`src/core/ccmc_pkg.sv`:
```
// package for the cache maintenance control block: addresses, fields, commands, codes
package ccmc_pkg;
	// privileged control register addresses (12-bit)
	localparam logic [11:0] ADDR_M_BEGIN = 12'h07cb;
	localparam logic [11:0] ADDR_M_COMMAND = 12'h07cc;
	localparam logic [11:0] ADDR_M_LOCK_RESULT = 12'h07cd;
	localparam logic [11:0] ADDR_MODE_ENABLE = 12'h07ce;
	localparam logic [11:0] ADDR_S_BEGIN = 12'h05cb;
	localparam logic [11:0] ADDR_S_COMMAND = 12'h05cc;
	localparam logic [11:0] ADDR_S_LOCK_RESULT = 12'h05cd;
	localparam logic [11:0] ADDR_U_BEGIN = 12'h04cb;
	localparam logic [11:0] ADDR_U_COMMAND = 12'h04cc;
	localparam logic [11:0] ADDR_U_LOCK_RESULT = 12'h04cd;
	localparam logic [11:0] ADDR_FLUSH_TRIGGER = 12'h04cf;
	// mode enable register bit positions
	localparam int EN_U_BIT = 0;
	localparam int EN_S_BIT = 1;
	localparam int EN_U_INV_BIT = 8;
	localparam int EN_S_INV_BIT = 9;
	localparam int EN_U_INVALL_BIT = 16;
	localparam int EN_S_INVALL_BIT = 17;
	localparam int EN_U_WBALL_BIT = 24;
	localparam int EN_S_WBALL_BIT = 25;
	localparam logic [31:0] MODE_ENABLE_MASK = 32'h0303_0303;
	localparam logic [31:0] MODE_ENABLE_RESET = 32'h0000_0000;
	localparam logic [31:0] BEGIN_RESET = 32'h0000_0000;
	localparam logic [2:0] LOCK_RESULT_RESET = 3'h0;
	// cache line size in bytes
	localparam logic [31:0] LINE_BYTES = 32'h0000_0040;
	// privilege levels
	localparam logic [1:0] PRIV_U = 2'h0;
	localparam logic [1:0] PRIV_S = 2'h1;
	localparam logic [1:0] PRIV_M = 2'h3;
	// command codes
	typedef enum logic [4:0] {
		CMD_D_INVAL = 5'b00000,
		CMD_D_WB = 5'b00001,
		CMD_D_WRITEBACK_INVALIDATE_LINE = 5'b00010,
		CMD_D_LOCK = 5'b00011,
		CMD_D_UNLOCK = 5'b00100,
		CMD_D_WRITEBACK_INVALIDATE_LINE_WHOLE = 5'b00110,
		CMD_D_WB_WHOLE = 5'b00111,
		CMD_I_INVAL = 5'b01000,
		CMD_I_LOCK = 5'b01011,
		CMD_I_UNLOCK = 5'b01100,
		CMD_I_INVAL_WHOLE = 5'b01101,
		CMD_C_UNLOCK = 5'b10010,
		CMD_C_LOCK = 5'b10011,
		CMD_D_INVAL_WHOLE = 5'b10111
	} ccmc_cmd_t;
	// target cache of an operation
	typedef enum logic [1:0] {
		TGT_ICACHE = 2'b00,
		TGT_DCACHE = 2'b01,
		TGT_CLUSTER = 2'b10
	} ccmc_tgt_t;
	// lock result codes
	localparam logic [2:0] LOCK_OK = 3'h0;
	localparam logic [2:0] LOCK_WAY_LIMIT = 3'h1;
	localparam logic [2:0] LOCK_PERM_FAIL = 3'h2;
	localparam logic [2:0] LOCK_BUS_ERR = 3'h3;
	// main state machine
	typedef enum logic [1:0] {
		ST_IDLE = 2'b00,
		ST_CHECK = 2'b01,
		ST_BUSY = 2'b10
	} ccmc_state_t;
endpackage

```
`src/core/ccmc_core.sv`:
```
// cache maintenance control: registers, command checks and cache sequencing
// Overview of operation
// - icache lock reports codes 0,1,2,3
// - icache invalidate-whole skips all permission checks
// - dcache by-address ops check R page, W pmp, attrs; icache ops check X
// - dcache lock/unlock check R everywhere, attrs
// - cluster lock/unlock accept X or R pmp
// - lock miss refills; refill bus error fails
// - tag ECC error fails lock, logged per cache
// - dcache lock codes 0..3, 4..7 reserved
// - dcache invalidate-whole writes back protected lines
// - user invalidate-whole upgrades to writeback-invalidate
// - other whole ops run without permission checks
// - writeback bus error reported, whole ops continue
// - lock result field bits 2:0, rest zero
// - lower mode access needs mode enable bit
// - gated commands ignored without per-mode enable
// - enable bits 25/24, 17/16, 9/8, reset zero
// - mode enable register machine mode only
// - flush trigger write flushes, reads zero
// - operation starts next cycle when idle, runs till done; a command written while busy is dropped
// - address advances one line per operation
`timescale 1ns/10ps
module ccmc_core
	import ccmc_pkg::*;
#(
	parameter bit HAS_LOWER_MODES = 1'b1
) (
	input wire logic ref_clk_in,
	input wire logic rst_in,
	// register port from the pipeline
	input wire logic reg_wr_in,
	input wire logic reg_rd_in,
	input wire logic [11:0] reg_addr_in,
	input wire logic [31:0] reg_wdata_in,
	input wire logic [1:0] priv_in,
	output logic [31:0] reg_rdata_out,
	output logic illegal_instr_out,
	output logic flush_pipe_out,
	// permission results for the current address, from translation and protection
	input wire logic page_r_ok_in,
	input wire logic page_x_ok_in,
	input wire logic pmp_r_ok_in,
	input wire logic pmp_w_ok_in,
	input wire logic pmp_x_ok_in,
	input wire logic supervisor_protection_unit_r_ok_in,
	input wire logic supervisor_protection_unit_w_ok_in,
	input wire logic supervisor_protection_unit_x_ok_in,
	input wire logic attr_device_in,
	input wire logic attr_noncache_in,
	// request to caches
	output logic op_valid_out,
	output logic [4:0] op_cmd_out,
	output logic [1:0] op_target_out,
	output logic [31:0] op_addr_out,
	output logic op_check_wr_out,
	// completion from caches
	input wire logic op_done_in,
	input wire logic op_hit_in,
	input wire logic op_way_full_in,
	input wire logic op_refill_err_in,
	input wire logic op_tag_ecc_in,
	input wire logic op_wb_err_in,
	// error reporting
	output logic sram_ecc_log_out,
	output logic cluster_fatal_inc_out,
	output logic wb_bus_err_out
);
	logic [31:0] begin_q [3];
	logic [2:0] result_q [3];
	logic [31:0] mode_en_q;
	ccmc_state_t state_q;
	logic [4:0] cmd_q, eff_cmd;
	logic [1:0] mode_q, mode_idx;
	logic is_cmd_wr, acc_ok, gate_ok, perm_ok, is_whole;
	// ----------------------------------------
	// decoding helpers
	// ----------------------------------------
	// index of the register bank that an address names, 3 for none
	function automatic logic [1:0] bank_of(input logic [11:0] a);
		if (a == ADDR_M_BEGIN || a == ADDR_M_COMMAND || a == ADDR_M_LOCK_RESULT) begin
			return 2'd2;
		end else if (a == ADDR_S_BEGIN || a == ADDR_S_COMMAND || a == ADDR_S_LOCK_RESULT) begin
			return 2'd1;
		end else if (a == ADDR_U_BEGIN || a == ADDR_U_COMMAND || a == ADDR_U_LOCK_RESULT) begin
			return 2'd0;
		end else begin
			return 2'd3;
		end
	endfunction
	function automatic ccmc_tgt_t target_of(input logic [4:0] c);
		if (c[4:3] == 2'b01) begin
			return TGT_ICACHE;
		end else if (c == CMD_C_LOCK || c == CMD_C_UNLOCK) begin
			return TGT_CLUSTER;
		end else begin
			return TGT_DCACHE;
		end
	endfunction
	function automatic logic whole_of(input logic [4:0] c);
		return c == CMD_I_INVAL_WHOLE || c == CMD_D_INVAL_WHOLE ||
			c == CMD_D_WB_WHOLE || c == CMD_D_WRITEBACK_INVALIDATE_LINE_WHOLE;
	endfunction
	function automatic logic is_lock(input logic [4:0] c);
		return c == CMD_I_LOCK || c == CMD_D_LOCK || c == CMD_C_LOCK;
	endfunction
	// ----------------------------------------
	// access checks
	// ----------------------------------------
	// a lower mode may not touch the machine bank, user mode its own bank only, and only with its enable set
	always_comb begin
		mode_idx = bank_of(reg_addr_in);
		acc_ok = 1'b1;
		if (reg_addr_in == ADDR_MODE_ENABLE) begin
			acc_ok = (priv_in == PRIV_M) && HAS_LOWER_MODES;
		end else if (mode_idx != 2'd3) begin
			if (priv_in != PRIV_M && mode_idx == 2'd2) begin
				acc_ok = 1'b0;
			end else if (priv_in == PRIV_S) begin
				acc_ok = mode_en_q[EN_S_BIT] && mode_idx != 2'd2;
			end else if (priv_in == PRIV_U) begin
				acc_ok = mode_en_q[EN_U_BIT] && mode_idx == 2'd0;
			end
		end
		is_cmd_wr = reg_wr_in && acc_ok && mode_idx != 2'd3 &&
			(reg_addr_in == ADDR_M_COMMAND || reg_addr_in == ADDR_S_COMMAND ||
			reg_addr_in == ADDR_U_COMMAND);
	end
	// per-mode gating and the user invalidate-whole upgrade
	always_comb begin
		logic s;
		logic [4:0] c;
		s = (mode_idx == 2'd1);
		c = reg_wdata_in[4:0];
		eff_cmd = c;
		gate_ok = 1'b1;
		if (mode_idx != 2'd2) begin
			if (c == CMD_D_WB_WHOLE) begin
				gate_ok = s ? mode_en_q[EN_S_WBALL_BIT] : mode_en_q[EN_U_WBALL_BIT];
			end else if (whole_of(c)) begin
				gate_ok = s ? mode_en_q[EN_S_INVALL_BIT] : mode_en_q[EN_U_INVALL_BIT];
			end else if (c == CMD_D_INVAL || c == CMD_D_WRITEBACK_INVALIDATE_LINE || c == CMD_I_INVAL) begin
				gate_ok = s ? mode_en_q[EN_S_INV_BIT] : mode_en_q[EN_U_INV_BIT];
			end
			if (!s && c == CMD_D_INVAL_WHOLE && mode_en_q[EN_U_INVALL_BIT]) begin
				eff_cmd = CMD_D_WRITEBACK_INVALIDATE_LINE_WHOLE;
			end
		end
	end
	// permission result for the latched command
	always_comb begin
		logic attr_ok;
		attr_ok = !attr_device_in && !attr_noncache_in;
		is_whole = whole_of(cmd_q);
		if (is_whole) begin
			perm_ok = 1'b1;
		end else if (target_of(cmd_q) == TGT_ICACHE) begin
			perm_ok = page_x_ok_in && pmp_x_ok_in && supervisor_protection_unit_x_ok_in && attr_ok;
		end else if (cmd_q == CMD_D_LOCK || cmd_q == CMD_D_UNLOCK) begin
			perm_ok = page_r_ok_in && pmp_r_ok_in && supervisor_protection_unit_r_ok_in && attr_ok;
		end else if (target_of(cmd_q) == TGT_CLUSTER) begin
			perm_ok = page_r_ok_in && (pmp_x_ok_in || pmp_r_ok_in) &&
				(supervisor_protection_unit_x_ok_in || supervisor_protection_unit_r_ok_in) && attr_ok;
		end else begin
			perm_ok = page_r_ok_in && pmp_w_ok_in && supervisor_protection_unit_w_ok_in && attr_ok;
		end
	end
	// ----------------------------------------
	// registers
	// ----------------------------------------
	// mode enable register, implemented bits only
	always_ff @(posedge ref_clk_in or posedge rst_in) begin
		if (rst_in) begin
			mode_en_q <= MODE_ENABLE_RESET;
		end else if (reg_wr_in && acc_ok && reg_addr_in == ADDR_MODE_ENABLE) begin
			mode_en_q <= reg_wdata_in & MODE_ENABLE_MASK;
		end
	end
	// begin address registers: software write or line advance
	for (genvar g = 0; g < 3; g++) begin : g_bank
		always_ff @(posedge ref_clk_in or posedge rst_in) begin
			if (rst_in) begin
				begin_q[g] <= BEGIN_RESET;
			end else if (state_q == ST_BUSY && op_done_in && mode_q == 2'(g)) begin
				begin_q[g] <= begin_q[g] + LINE_BYTES;
			end else if (reg_wr_in && acc_ok && mode_idx == 2'(g) && reg_addr_in[3:0] == 4'hb) begin
				begin_q[g] <= reg_wdata_in;
			end
		end
	end
	// lock result per bank, written by a lock outcome
	for (genvar g = 0; g < 3; g++) begin : g_res
		always_ff @(posedge ref_clk_in or posedge rst_in) begin
			if (rst_in) begin
				result_q[g] <= LOCK_RESULT_RESET;
			end else if (state_q == ST_CHECK && !perm_ok && is_lock(cmd_q) && mode_q == 2'(g)) begin
				result_q[g] <= LOCK_PERM_FAIL;
			end else if (state_q == ST_BUSY && op_done_in && is_lock(cmd_q) && mode_q == 2'(g)) begin
				if (op_refill_err_in || op_tag_ecc_in) begin
					result_q[g] <= LOCK_BUS_ERR;
				end else if (op_way_full_in) begin
					result_q[g] <= LOCK_WAY_LIMIT;
				end else begin
					result_q[g] <= LOCK_OK;
				end
			end else if (reg_wr_in && acc_ok && mode_idx == 2'(g) && reg_addr_in[3:0] == 4'hd) begin
				result_q[g] <= reg_wdata_in[2:0];
			end
		end
	end
	// read data, illegal access and flush pulse
	always_ff @(posedge ref_clk_in or posedge rst_in) begin
		if (rst_in) begin
			reg_rdata_out <= 32'h0000_0000;
			illegal_instr_out <= 1'b0;
			flush_pipe_out <= 1'b0;
		end else begin
			illegal_instr_out <= (reg_wr_in || reg_rd_in) && !acc_ok;
			flush_pipe_out <= reg_wr_in && reg_addr_in == ADDR_FLUSH_TRIGGER;
			reg_rdata_out <= 32'h0000_0000;
			if (reg_rd_in && acc_ok) begin
				if (reg_addr_in == ADDR_MODE_ENABLE) begin
					reg_rdata_out <= mode_en_q;
				end else if (mode_idx != 2'd3 && reg_addr_in[3:0] == 4'hb) begin
					reg_rdata_out <= begin_q[mode_idx];
				end else if (mode_idx != 2'd3 && reg_addr_in[3:0] == 4'hd) begin
					reg_rdata_out <= {29'h0, result_q[mode_idx]};
				end else if (mode_idx != 2'd3 && reg_addr_in[3:0] == 4'hc) begin
					reg_rdata_out <= {27'h0, cmd_q};
				end
			end
		end
	end
	// ----------------------------------------
	// operation sequencer
	// ----------------------------------------
	always_ff @(posedge ref_clk_in or posedge rst_in) begin
		if (rst_in) begin
			state_q <= ST_IDLE;
			cmd_q <= 5'h00;
			mode_q <= 2'd2;
		end else begin
			case (state_q)
				ST_IDLE: begin
					if (is_cmd_wr && gate_ok) begin
						cmd_q <= eff_cmd;
						mode_q <= mode_idx;
						state_q <= ST_CHECK;
					end
				end
				ST_CHECK: begin
					state_q <= perm_ok ? ST_BUSY : ST_IDLE;
				end
				ST_BUSY: begin
					if (op_done_in) begin
						state_q <= ST_IDLE;
					end
				end
				default: begin
					state_q <= ST_IDLE;
				end
			endcase
		end
	end
	// cache request; a miss on a non-lock by-address op is dropped by the cache
	always_ff @(posedge ref_clk_in or posedge rst_in) begin
		if (rst_in) begin
			op_valid_out <= 1'b0;
			op_cmd_out <= 5'h00;
			op_target_out <= TGT_DCACHE;
			op_addr_out <= 32'h0000_0000;
			op_check_wr_out <= 1'b0;
		end else begin
			if (state_q == ST_CHECK && perm_ok) begin
				op_valid_out <= 1'b1;
				op_cmd_out <= cmd_q;
				op_target_out <= target_of(cmd_q);
				op_addr_out <= begin_q[mode_q];
				op_check_wr_out <= cmd_q == CMD_D_INVAL_WHOLE;
			end else if (state_q == ST_BUSY && op_done_in) begin
				op_valid_out <= 1'b0;
				op_check_wr_out <= 1'b0;
			end
		end
	end
	// error reporting pulses
	always_ff @(posedge ref_clk_in or posedge rst_in) begin
		if (rst_in) begin
			sram_ecc_log_out <= 1'b0;
			cluster_fatal_inc_out <= 1'b0;
			wb_bus_err_out <= 1'b0;
		end else begin
			sram_ecc_log_out <= state_q == ST_BUSY && op_done_in && op_tag_ecc_in &&
				is_lock(cmd_q) && target_of(cmd_q) != TGT_CLUSTER;
			cluster_fatal_inc_out <= state_q == ST_BUSY && op_done_in && op_tag_ecc_in &&
				cmd_q == CMD_C_LOCK;
			wb_bus_err_out <= state_q == ST_BUSY && op_wb_err_in;
		end
	end
	// ----------------------------------------
	// assertions
	// ----------------------------------------
	start_next_a: assert property (@(posedge ref_clk_in) disable iff (rst_in)
		state_q == ST_IDLE && is_cmd_wr && gate_ok |=> state_q == ST_CHECK)
		else $error("command did not start next cycle");
	flush_read_a: assert property (@(posedge ref_clk_in) disable iff (rst_in)
		reg_rd_in && reg_addr_in == ADDR_FLUSH_TRIGGER |=> reg_rdata_out == 32'h0)
		else $error("flush trigger read not zero");
	flush_pulse_a: assert property (@(posedge ref_clk_in) disable iff (rst_in)
		reg_wr_in && reg_addr_in == ADDR_FLUSH_TRIGGER |=> flush_pipe_out)
		else $error("flush write gave no pulse");
	addr_step_a: assert property (@(posedge ref_clk_in) disable iff (rst_in)
		state_q == ST_BUSY && op_done_in |=>
		begin_q[mode_q] == $past(begin_q[mode_q]) + LINE_BYTES)
		else $error("address did not advance one line");
	lower_access_a: assert property (@(posedge ref_clk_in) disable iff (rst_in)
		reg_wr_in && priv_in == PRIV_U && !mode_en_q[EN_U_BIT] &&
		reg_addr_in == ADDR_U_COMMAND |=> illegal_instr_out)
		else $error("user access without enable not trapped");
	enable_mask_a: assert property (@(posedge ref_clk_in) disable iff (rst_in)
		(mode_en_q & ~MODE_ENABLE_MASK) == 32'h0)
		else $error("reserved enable bits set");
	perm_drop_a: assert property (@(posedge ref_clk_in) disable iff (rst_in)
		state_q == ST_CHECK && !perm_ok |=> state_q == ST_IDLE && !op_valid_out)
		else $error("failed check not dropped");
	whole_check_a: assert property (@(posedge ref_clk_in) disable iff (rst_in)
		state_q == ST_CHECK && whole_of(cmd_q) |=> op_valid_out)
		else $error("whole op blocked by checks");
	user_upgrade_a: assert property (@(posedge ref_clk_in) disable iff (rst_in)
		state_q == ST_IDLE && is_cmd_wr && mode_idx == 2'd0 &&
		reg_wdata_in[4:0] == CMD_D_INVAL_WHOLE && mode_en_q[EN_U_INVALL_BIT]
		|=> cmd_q == CMD_D_WRITEBACK_INVALIDATE_LINE_WHOLE)
		else $error("user invalidate-whole not upgraded");
	lock_fail_a: assert property (@(posedge ref_clk_in) disable iff (rst_in)
		state_q == ST_BUSY && op_done_in && op_refill_err_in && is_lock(cmd_q)
		|=> result_q[$past(mode_q)] == LOCK_BUS_ERR)
		else $error("refill error not recorded");
endmodule

```
`config.mk`:
```
export PLATFORM = sky130hd
export DESIGN_NAME = ccmc_core
export DESIGN_NICKNAME = d
export VERILOG_FILES = /design/src/core/ccmc_pkg.sv /design/src/core/ccmc_core.sv
export SDC_FILE = /design/constraint.sdc
export NUM_CORES = 1
export LEC_CHECK = 0
export BUFFER_PORTS_ARGS = -buffer_cell sky130_fd_sc_hd__buf_4
export CELL_PAD_IN_SITES_DETAIL_PLACEMENT = 1
export CELL_PAD_IN_SITES_GLOBAL_PLACEMENT = 2
export CORE_MARGIN = 3
export CORE_UTILIZATION = 35
export CTS_BUF_LIST = sky130_fd_sc_hd__clkbuf_2 sky130_fd_sc_hd__clkbuf_4 sky130_fd_sc_hd__clkbuf_8
export CTS_CLUSTER_SIZE = 30
export DETAILED_ROUTE_END_ITERATION = 7
export GPL_TIMING_DRIVEN = 0
export PLACE_DENSITY_LB_ADDON = 0.05
export SLEW_MARGIN = 5
export SYNTH_ARGS = -nofsm -noshare
export SYNTH_HDL_FRONTEND = slang
export SYNTH_SLANG_ARGS = --single-unit
```
`constraint.sdc`:
```
create_clock -name ref_clk_in -period 9.4 [get_ports ref_clk_in]
set_input_delay 1.41 -clock ref_clk_in [delete_from_list [all_inputs] [get_ports ref_clk_in]]
set_output_delay 1.41 -clock ref_clk_in [all_outputs]
set_load 0.01 [all_outputs]
```
==> results.md, run 1 <==
- Count leader, synth: dfrtp_1
- Pin count of the biggest net entering global routing: 106
- Starting Density: 36.01%
- Cells after Synth: 1266
- DRC: 0
- Die Span Y: 184.6 um
- Vias in the first global route: 10.53k
- ANT nets after route: 0
- Critical path class: primary input to register
- CP Launch Type: primary input
- Top cells by count, synth: 198 x dfrtp_1, 176 x nand2_1, 167 x nor2_1
- CTS tree: built
- Final Max Tran Viols: 0
- Critical Path Max Stage Delay: 0.99 ns
- Slowest CP cell: nor4_1
- Seq/Total Area, Yosys: 44.88%
- Post_cts resized: 0
- Leak: 5.701 nW
- Critical path arrival: 4.33 ns
- Largest fanout on the critical path: 10
- CORE AREA: 0.03099 sq mm
- Fin nets: 1492
- Delay-heaviest family, CP: simple AND/OR/NAND/NOR gates
- # IOs: 144
- CTS sink cnt: 200
- Final hold vios: 0
- H-tree depth: 4
- Syn_nets: 1335
- Synth warn: 0
- Post-layout util: 42.54%
- Minimum clock period after layout: 3.891 ns
- Avg Cell Area, Syn: 8.814 sq um
- Via density: 5.767
- RSZ-0062 raised after global routing: no
- Initial DRC Count: 827
- Post-synthesis to final-layout area growth: 18.14%
- Initial antenna violation count: 0
- Total number of vias: 10.55k
- Reg clk slew, reported paths: 0.10 ns
- Final worst slack: 5.509 ns
- Buf/Inv on CP: 3
- Yosys reg bits: 200
- DIE AREA: 0.03406 sq mm
- Routability congestion estimate: 0.8517
- Yosys cell types: 82
- Post-synth top area share: 44.40%
- Num CTS Buffers: 17
- Total Wirelength: 45230 um
- HPWL Detailed: 34700 um
- Crit path required time: 9.84 ns
- Fmax: 257.0 MHz
- Crit path cell chain: buf_4, clkbuf_1, nand2_1, nor4_1, and3_1, clkbuf_1, nand2_1, o31ai_1, a21o_1
- Skew-Pair Late Insertion Delay: 0.51 ns
- Pwr Density: 126.4 mW/mm^2
- Post-synth EDFFs: 0
- Max_slew headroom: 23.10%
- Leading area contributor after synthesis: dfrtp_1
- Rows: 64
- Least-Margin Pin Slew: 1.143 ns
- Detailed Routing Iterations Pass 1: 5
- Post-CTS setup buffers: 0
- Tcrit/Tclk final: 41.40%
- VDD IR max: 85.72 uV
- First-pass GRT wire length: 68030 um
- CTS Root Cell: clkbuf_8
- Count of final setup violators: 0
- Status: completed
- Grt total ovfl: 0
- Clock Tree Buf Depth: 2
- Dpl ws: 5.073 ns
- Max_cap viols: 0
- # port buffers: 137
- CP Capture Type: register
- Post-layout power: 1.666 mW
- CTS Hold Bufs: 0
- Post-synth ARST share: 100.0%
- Die width: 184.6 um
- Clk_skew: 0.02395 ns
- Main synth FF type: dfrtp_1
- N_diodes: 0
- Layout cells sized above 1: 15.97%
- Hold/Removal Path Class: register to register
- Wire per inst: 24.71 um
- GRT Util Overall: 26.75%
- Area contributors post-synth: dfrtp_1 44%, mux2i_1 7.1%, nand2_1 5.9%, nor2_1 5.6%, a21oi_1 5.2%
- Post-synthesis cell area: 0.01116 sq mm
## per-layer routing
metal / track usage, % / part of all wire (%) / vias up
met5: 0 / 0 / -
met4: 6.048 / 1.4 / 0
met3: 4.046 / 5.8 / 36
met2: 38.18 / 41 / 341
met1: 42.28 / 51 / 5286
li1: - / - / 4890
## state kept, by name, summed over array words and instances (netlist names)
| name | count |
|---|---|
| op_target_out | 2 |
| mode_q | 2 |
| result_q | 9 |
| reg_rdata_out | 32 |
| state_q | 2 |
| cluster_fatal_inc_out | 1 |
| wb_bus_err_out | 1 |
| op_cmd_out | 5 |
| illegal_instr_out | 1 |
| op_check_wr_out | 1 |
| begin_q | 96 |
| op_addr_out | 32 |
| flush_pipe_out | 1 |
| op_valid_out | 1 |
| sram_ecc_log_out | 1 |
| mode_en_q | 8 |
| cmd_q | 5 |
## final cells by class
cell class,instances,area (sq um)
Buffer,79,320.3
Clock buffer,18,241.5
Clock inverter,12,224.0
Fill cell,3687,17810
Inverter,13,56.30
Multi-Input combinational cell,974,5782
Sequential cell,200,5007
Tap cell,396,495.5
Timing Repair Buffer,138,1056
## through the flow
step | std cells | TNS [ns] | cell area [sq um] | hold WS (ns)
final | 1830 | 0 | 13180 | 0.4968
after global routing | 1830 | 0 | 13180 | 0.5311
after CTS | 1830 | 0 | 13180 | 0.5011
after detailed placement | 1800 | 0 | 12720 | 0.4775
after global placement | 1799 | -66.98 | 12680 | 0.4674
after floorplan | 1266 | 0 | 11160 | 0.4603
## path summary, 6_finish.rpt
| check | start | end | slack, ns | depth (start not counted) |
|---|---|---|---|---|
| min in group asynchronous | rst_in | op_valid_out | 1.02 | 2 |
| max in group asynchronous | rst_in | begin_q[92] | 7.37 | 3 |
| min reg2reg | op_valid_out | op_valid_out | 0.50 | 1 |
| max reg2reg | cmd_q[2] | op_addr_out[1] | 6.09 | 8 |
| max | reg_addr_in[9] | begin_q[20] | 5.51 | 9 |
| min | op_valid_out | op_valid_out | 0.50 | 1 |
## report_power, final
| part | total, mW | internal, mW | switching [mW] |
|---|---|---|---|
| clock network | 0.679 | 0.345 | 0.335 |
| registers | 0.869 | 0.863 | 0.00568 |
| logic | 0.118 | 0.0372 | 0.0809 |
## kinds of logic after synthesis
logic type	Yosys count	synth area share (%)
flip-flops	200	44.88
AO/OA/AOI/OAI	295	17.28
buffers and inverters	92	3.308
AND/OR/NAND/NOR	574	24.84
adder cells (fa/ha/maj)	3	0.3364
XOR/XNOR	2	0.1570
multiplexers	100	9.206
## placed cells by master, fill, tap and decap left out, types with 30 or more instances in the layout
cell / synthesis / routed
dfrtp_1: 198 / 198
mux2i_1: 79 / 79
nor3_1: 30 / 30
a21oi_1: 117 / 117
nand2_1: 176 / 176
o211ai_1: 35 / 35
nor2_1: 167 / 167
o21ai_0: 34 / 34
clkbuf_1: 50 / 50
nand3_1: 61 / 61
buf_4: 0 / 137
Power figures use the tool's default switching activity.
==> run 2, diff against run 1 <==
clock period = 3.8 ns   (was 9.4 ns; I/O delays follow)
==> run 2 against run 1 <==
Compared with the run above: critical path depth decreased by 1; combinational power grew to 2.6 times the previous value; via count is 0.81% higher; die area did not move; first-iteration DRC count decreased by 8.3%; count of clock-buffer cells in the layout stayed put; register-to-register slack worse by 5.5 ns; clock power increased by 120%; design area is essentially flat; routed wire length rose by 0.54%; setup slack got worse by 5.0 ns; largest cell class unchanged; largest power group unchanged.
==> results.md, run 2 (synthesis gave the netlist of run 1 again) <==
- Area of the multi-input gates: 0.005782 sq mm (unchanged)
- Leak: 5.699 nW (about the same)
- Initial DRC Count: 758 (-8.3%)
- N_diodes: 0 (unchanged)
- Die Span Y: 184.6 um (unchanged)
- Die width: 184.6 um (unchanged)
- Hold/Removal Path Class: primary input to asynchronous set/reset pin
- Status: completed
- DRC: 0 (unchanged)
- Most common cell after layout, fill and taps aside: dfrtp_1
- Slowest CP cell: nor4bb_1
- Post-CTS setup buffers: 0 (unchanged)
- CTS Root Cell: clkbuf_8
- Vias in the first global route: 10.62k (+0.89%)
- Most frequent cells in the layout: 198 x dfrtp_1, 176 x nand2_1, 167 x nor2_1
- CTS Hold Bufs: 0 (unchanged)
- Fmax: 306.9 MHz
- Crit path to: op_addr_out[3]
- Critical Path Max Stage Delay: 0.74 ns (-0.25 ns)
- Sequential cell area: 0.005007 sq mm (unchanged)
- Post_cts resized: 0 (unchanged)
- Worst R2R Start: cmd_q[2]
- Reg clk slew, reported paths: 0.13 ns (+0.03 ns)
- DIE AREA: 0.03406 sq mm (unchanged)
- Least-Margin Pin Slew: 1.132 ns (-0.01103 ns)
- Post-layout util: 42.56% (about the same)
- Max_cap viols: 0 (unchanged)
- Pwr Density: 296.5 mW/mm^2 (+130%)
- Crit-path most repeated cell: buf_2
- Pin count of the biggest net entering global routing: 38 (-64%)
- # port buffers: 137 (unchanged)
- Final worst slack: 0.5418 ns (-4.967 ns)
- RSZ-0062 raised after global routing: no
- HPWL Detailed: 35330 um (+1.8%)
- Max_slew headroom: 23.85% (+0.74 points)
- Final hold vios: 0 (unchanged)
- Post-layout power: 3.911 mW (+130%)
- R2R cell count: 8 (unchanged)
- Clk_skew: 0.02647 ns (+0.002514 ns)
- Minimum clock period after layout: 3.258 ns
- CP Launch Type: register
- # IOs: 144 (unchanged)
- Total number of vias: 10.64k (+0.81%)
- Rows: 64 (unchanged)
- Skew-Pair Late Insertion Delay: 0.50 ns (about the same)
- Clock Tree Buf Depth: 2 (unchanged)
- Final Max Tran Viols: 0 (unchanged)
- Post-synthesis to final-layout area growth: 18.21% (about the same)
- Crit. Startpoint: cmd_q[2]
- Num CTS Buffers: 17 (unchanged)
- H-tree depth: 4 (unchanged)
- First-pass GRT wire length: 68340 um (+0.46%)
- Routability congestion estimate: 0.8533 (+0.19%)
- Detailed Routing Iterations Pass 1: 5 (unchanged)
- Fillcell total: 3694 (+0.19%)
- Worst R2R Setup Slack: 0.54 ns (-5.55 ns)
- Layout cells sized above 1: 16.32% (+0.35 points)
- CTS tree: built
- CORE AREA: 0.03099 sq mm (unchanged)
- Wire per inst: 24.77 um (+0.22%)
- Number of flip-flops in the largest register: 96 (unchanged)
- CP Capture Type: register
- Registers with the most flip-flops: begin_q (96), op_addr_out (32), reg_rdata_out (32)
- Largest fanout on the critical path: 10 (unchanged)
- Top reg by flops: begin_q
- ANT nets after route: 0 (unchanged)
- Cell area after placement: 0.01279 sq mm (+0.54%)
- Crit path cell chain: nor4bb_1, mux2i_1, nand4_1, a311oi_1, buf_2, buf_2, nor2_1, a21oi_1
- Fin nets: 1496 (+0.27%)
- Grt total ovfl: 0 (unchanged)
- Starting Density: 36.01% (unchanged)
- VDD IR max: 204.3 uV (+140%)
- Critical path arrival: 3.67 ns (-0.66 ns)
- Design area: 0.01319 sq mm (about the same)
- Dpl ws: 0.3497 ns (-4.724 ns)
- Via density: 5.795 (+0.49%)
- Count of final setup violators: 0 (unchanged)
- Initial antenna violation count: 1 (+1)
- Crit path required time: 4.21 ns (-5.63 ns)
- Critical path class: register to register
- Setup TNS: 0 ns (unchanged)
- Worst r2r dst: op_addr_out[3]
- GRT Util Overall: 26.82% (+0.065 points)
- Total Wirelength: 45470 um (+0.54%)
- Tcrit/Tclk final: 85.74%
- CTS sink cnt: 200 (unchanged)
-- run 2: area by class of cell --
| type | instances | area share, % |
|---|---|---|
| repair buffers | 142 | 8.556 |
| clock inverters | 14 | 1.233 |
| multi-input cells | 974 | 43.83 |
| inverters | 13 | 0.3984 |
| flip-flops and latches | 200 | 37.96 |
| clock buffers | 18 | 1.831 |
| plain buffers | 79 | 2.428 |
| well taps | 396 | 3.756 |
-- run 2: report_power, final --
group	switching, mW	internal [mW]
logic	0.203	0.0994
registers	0.0151	2.14
clock network	0.899	0.559
total	1.12	2.79
-- run 2: worst min path at each step --
| stage | from | to | slack [ns] | depth (start not counted) |
|---|---|---|---|---|
| 3_5_place_dp | op_target_out[1] | op_target_out[1] | 0.48 | 1 |
| 3_3_place_gp | op_cmd_out[4] | op_cmd_out[4] | 0.47 | 1 |
| 2_1_floorplan | begin_q[32] | begin_q[32] | 0.46 | 2 |
| 5_1_grt | rst_in | illegal_instr_out | 0.26 | 2 |
| 4_1_cts | rst_in | illegal_instr_out | 0.22 | 2 |
| 6_report | rst_in | illegal_instr_out | 0.21 | 2 |
-- run 2: routing by layer --
layer | global-route usage [%] | vias up | wire length [um]
met3 | 4.934 | 29 | 3400
met2 | 38.54 | 340 | 18890
li1 | - | 4895 | -
met4 | 4.475 | 2 | 442
met1 | 42.27 | 5373 | 22720
met5 | 0 | - | 13
-- run 2: per-stage QoR --
stage | instances | hold slack, ns
after floorplan | 1266 | 0.4603
after global placement | 1799 | 0.4696
after detailed placement | 1804 | 0.4797
after CTS | 1836 | 0.2154
after global routing | 1836 | 0.2616
final | 1836 | 0.2139
-- run 2: worst max-delay path: cells and delay by family, from the launching register on --
| kind | cells | cell delay (ns) |
|---|---|---|
| muxes | 1 | 0.26 |
| and+or+nand+nor | 3 | 0.95 |
| buffers and inverters | 2 | 0.73 |
| DFF | 1 | 0.47 |
| AOI/OAI and AO/OA | 2 | 0.78 |
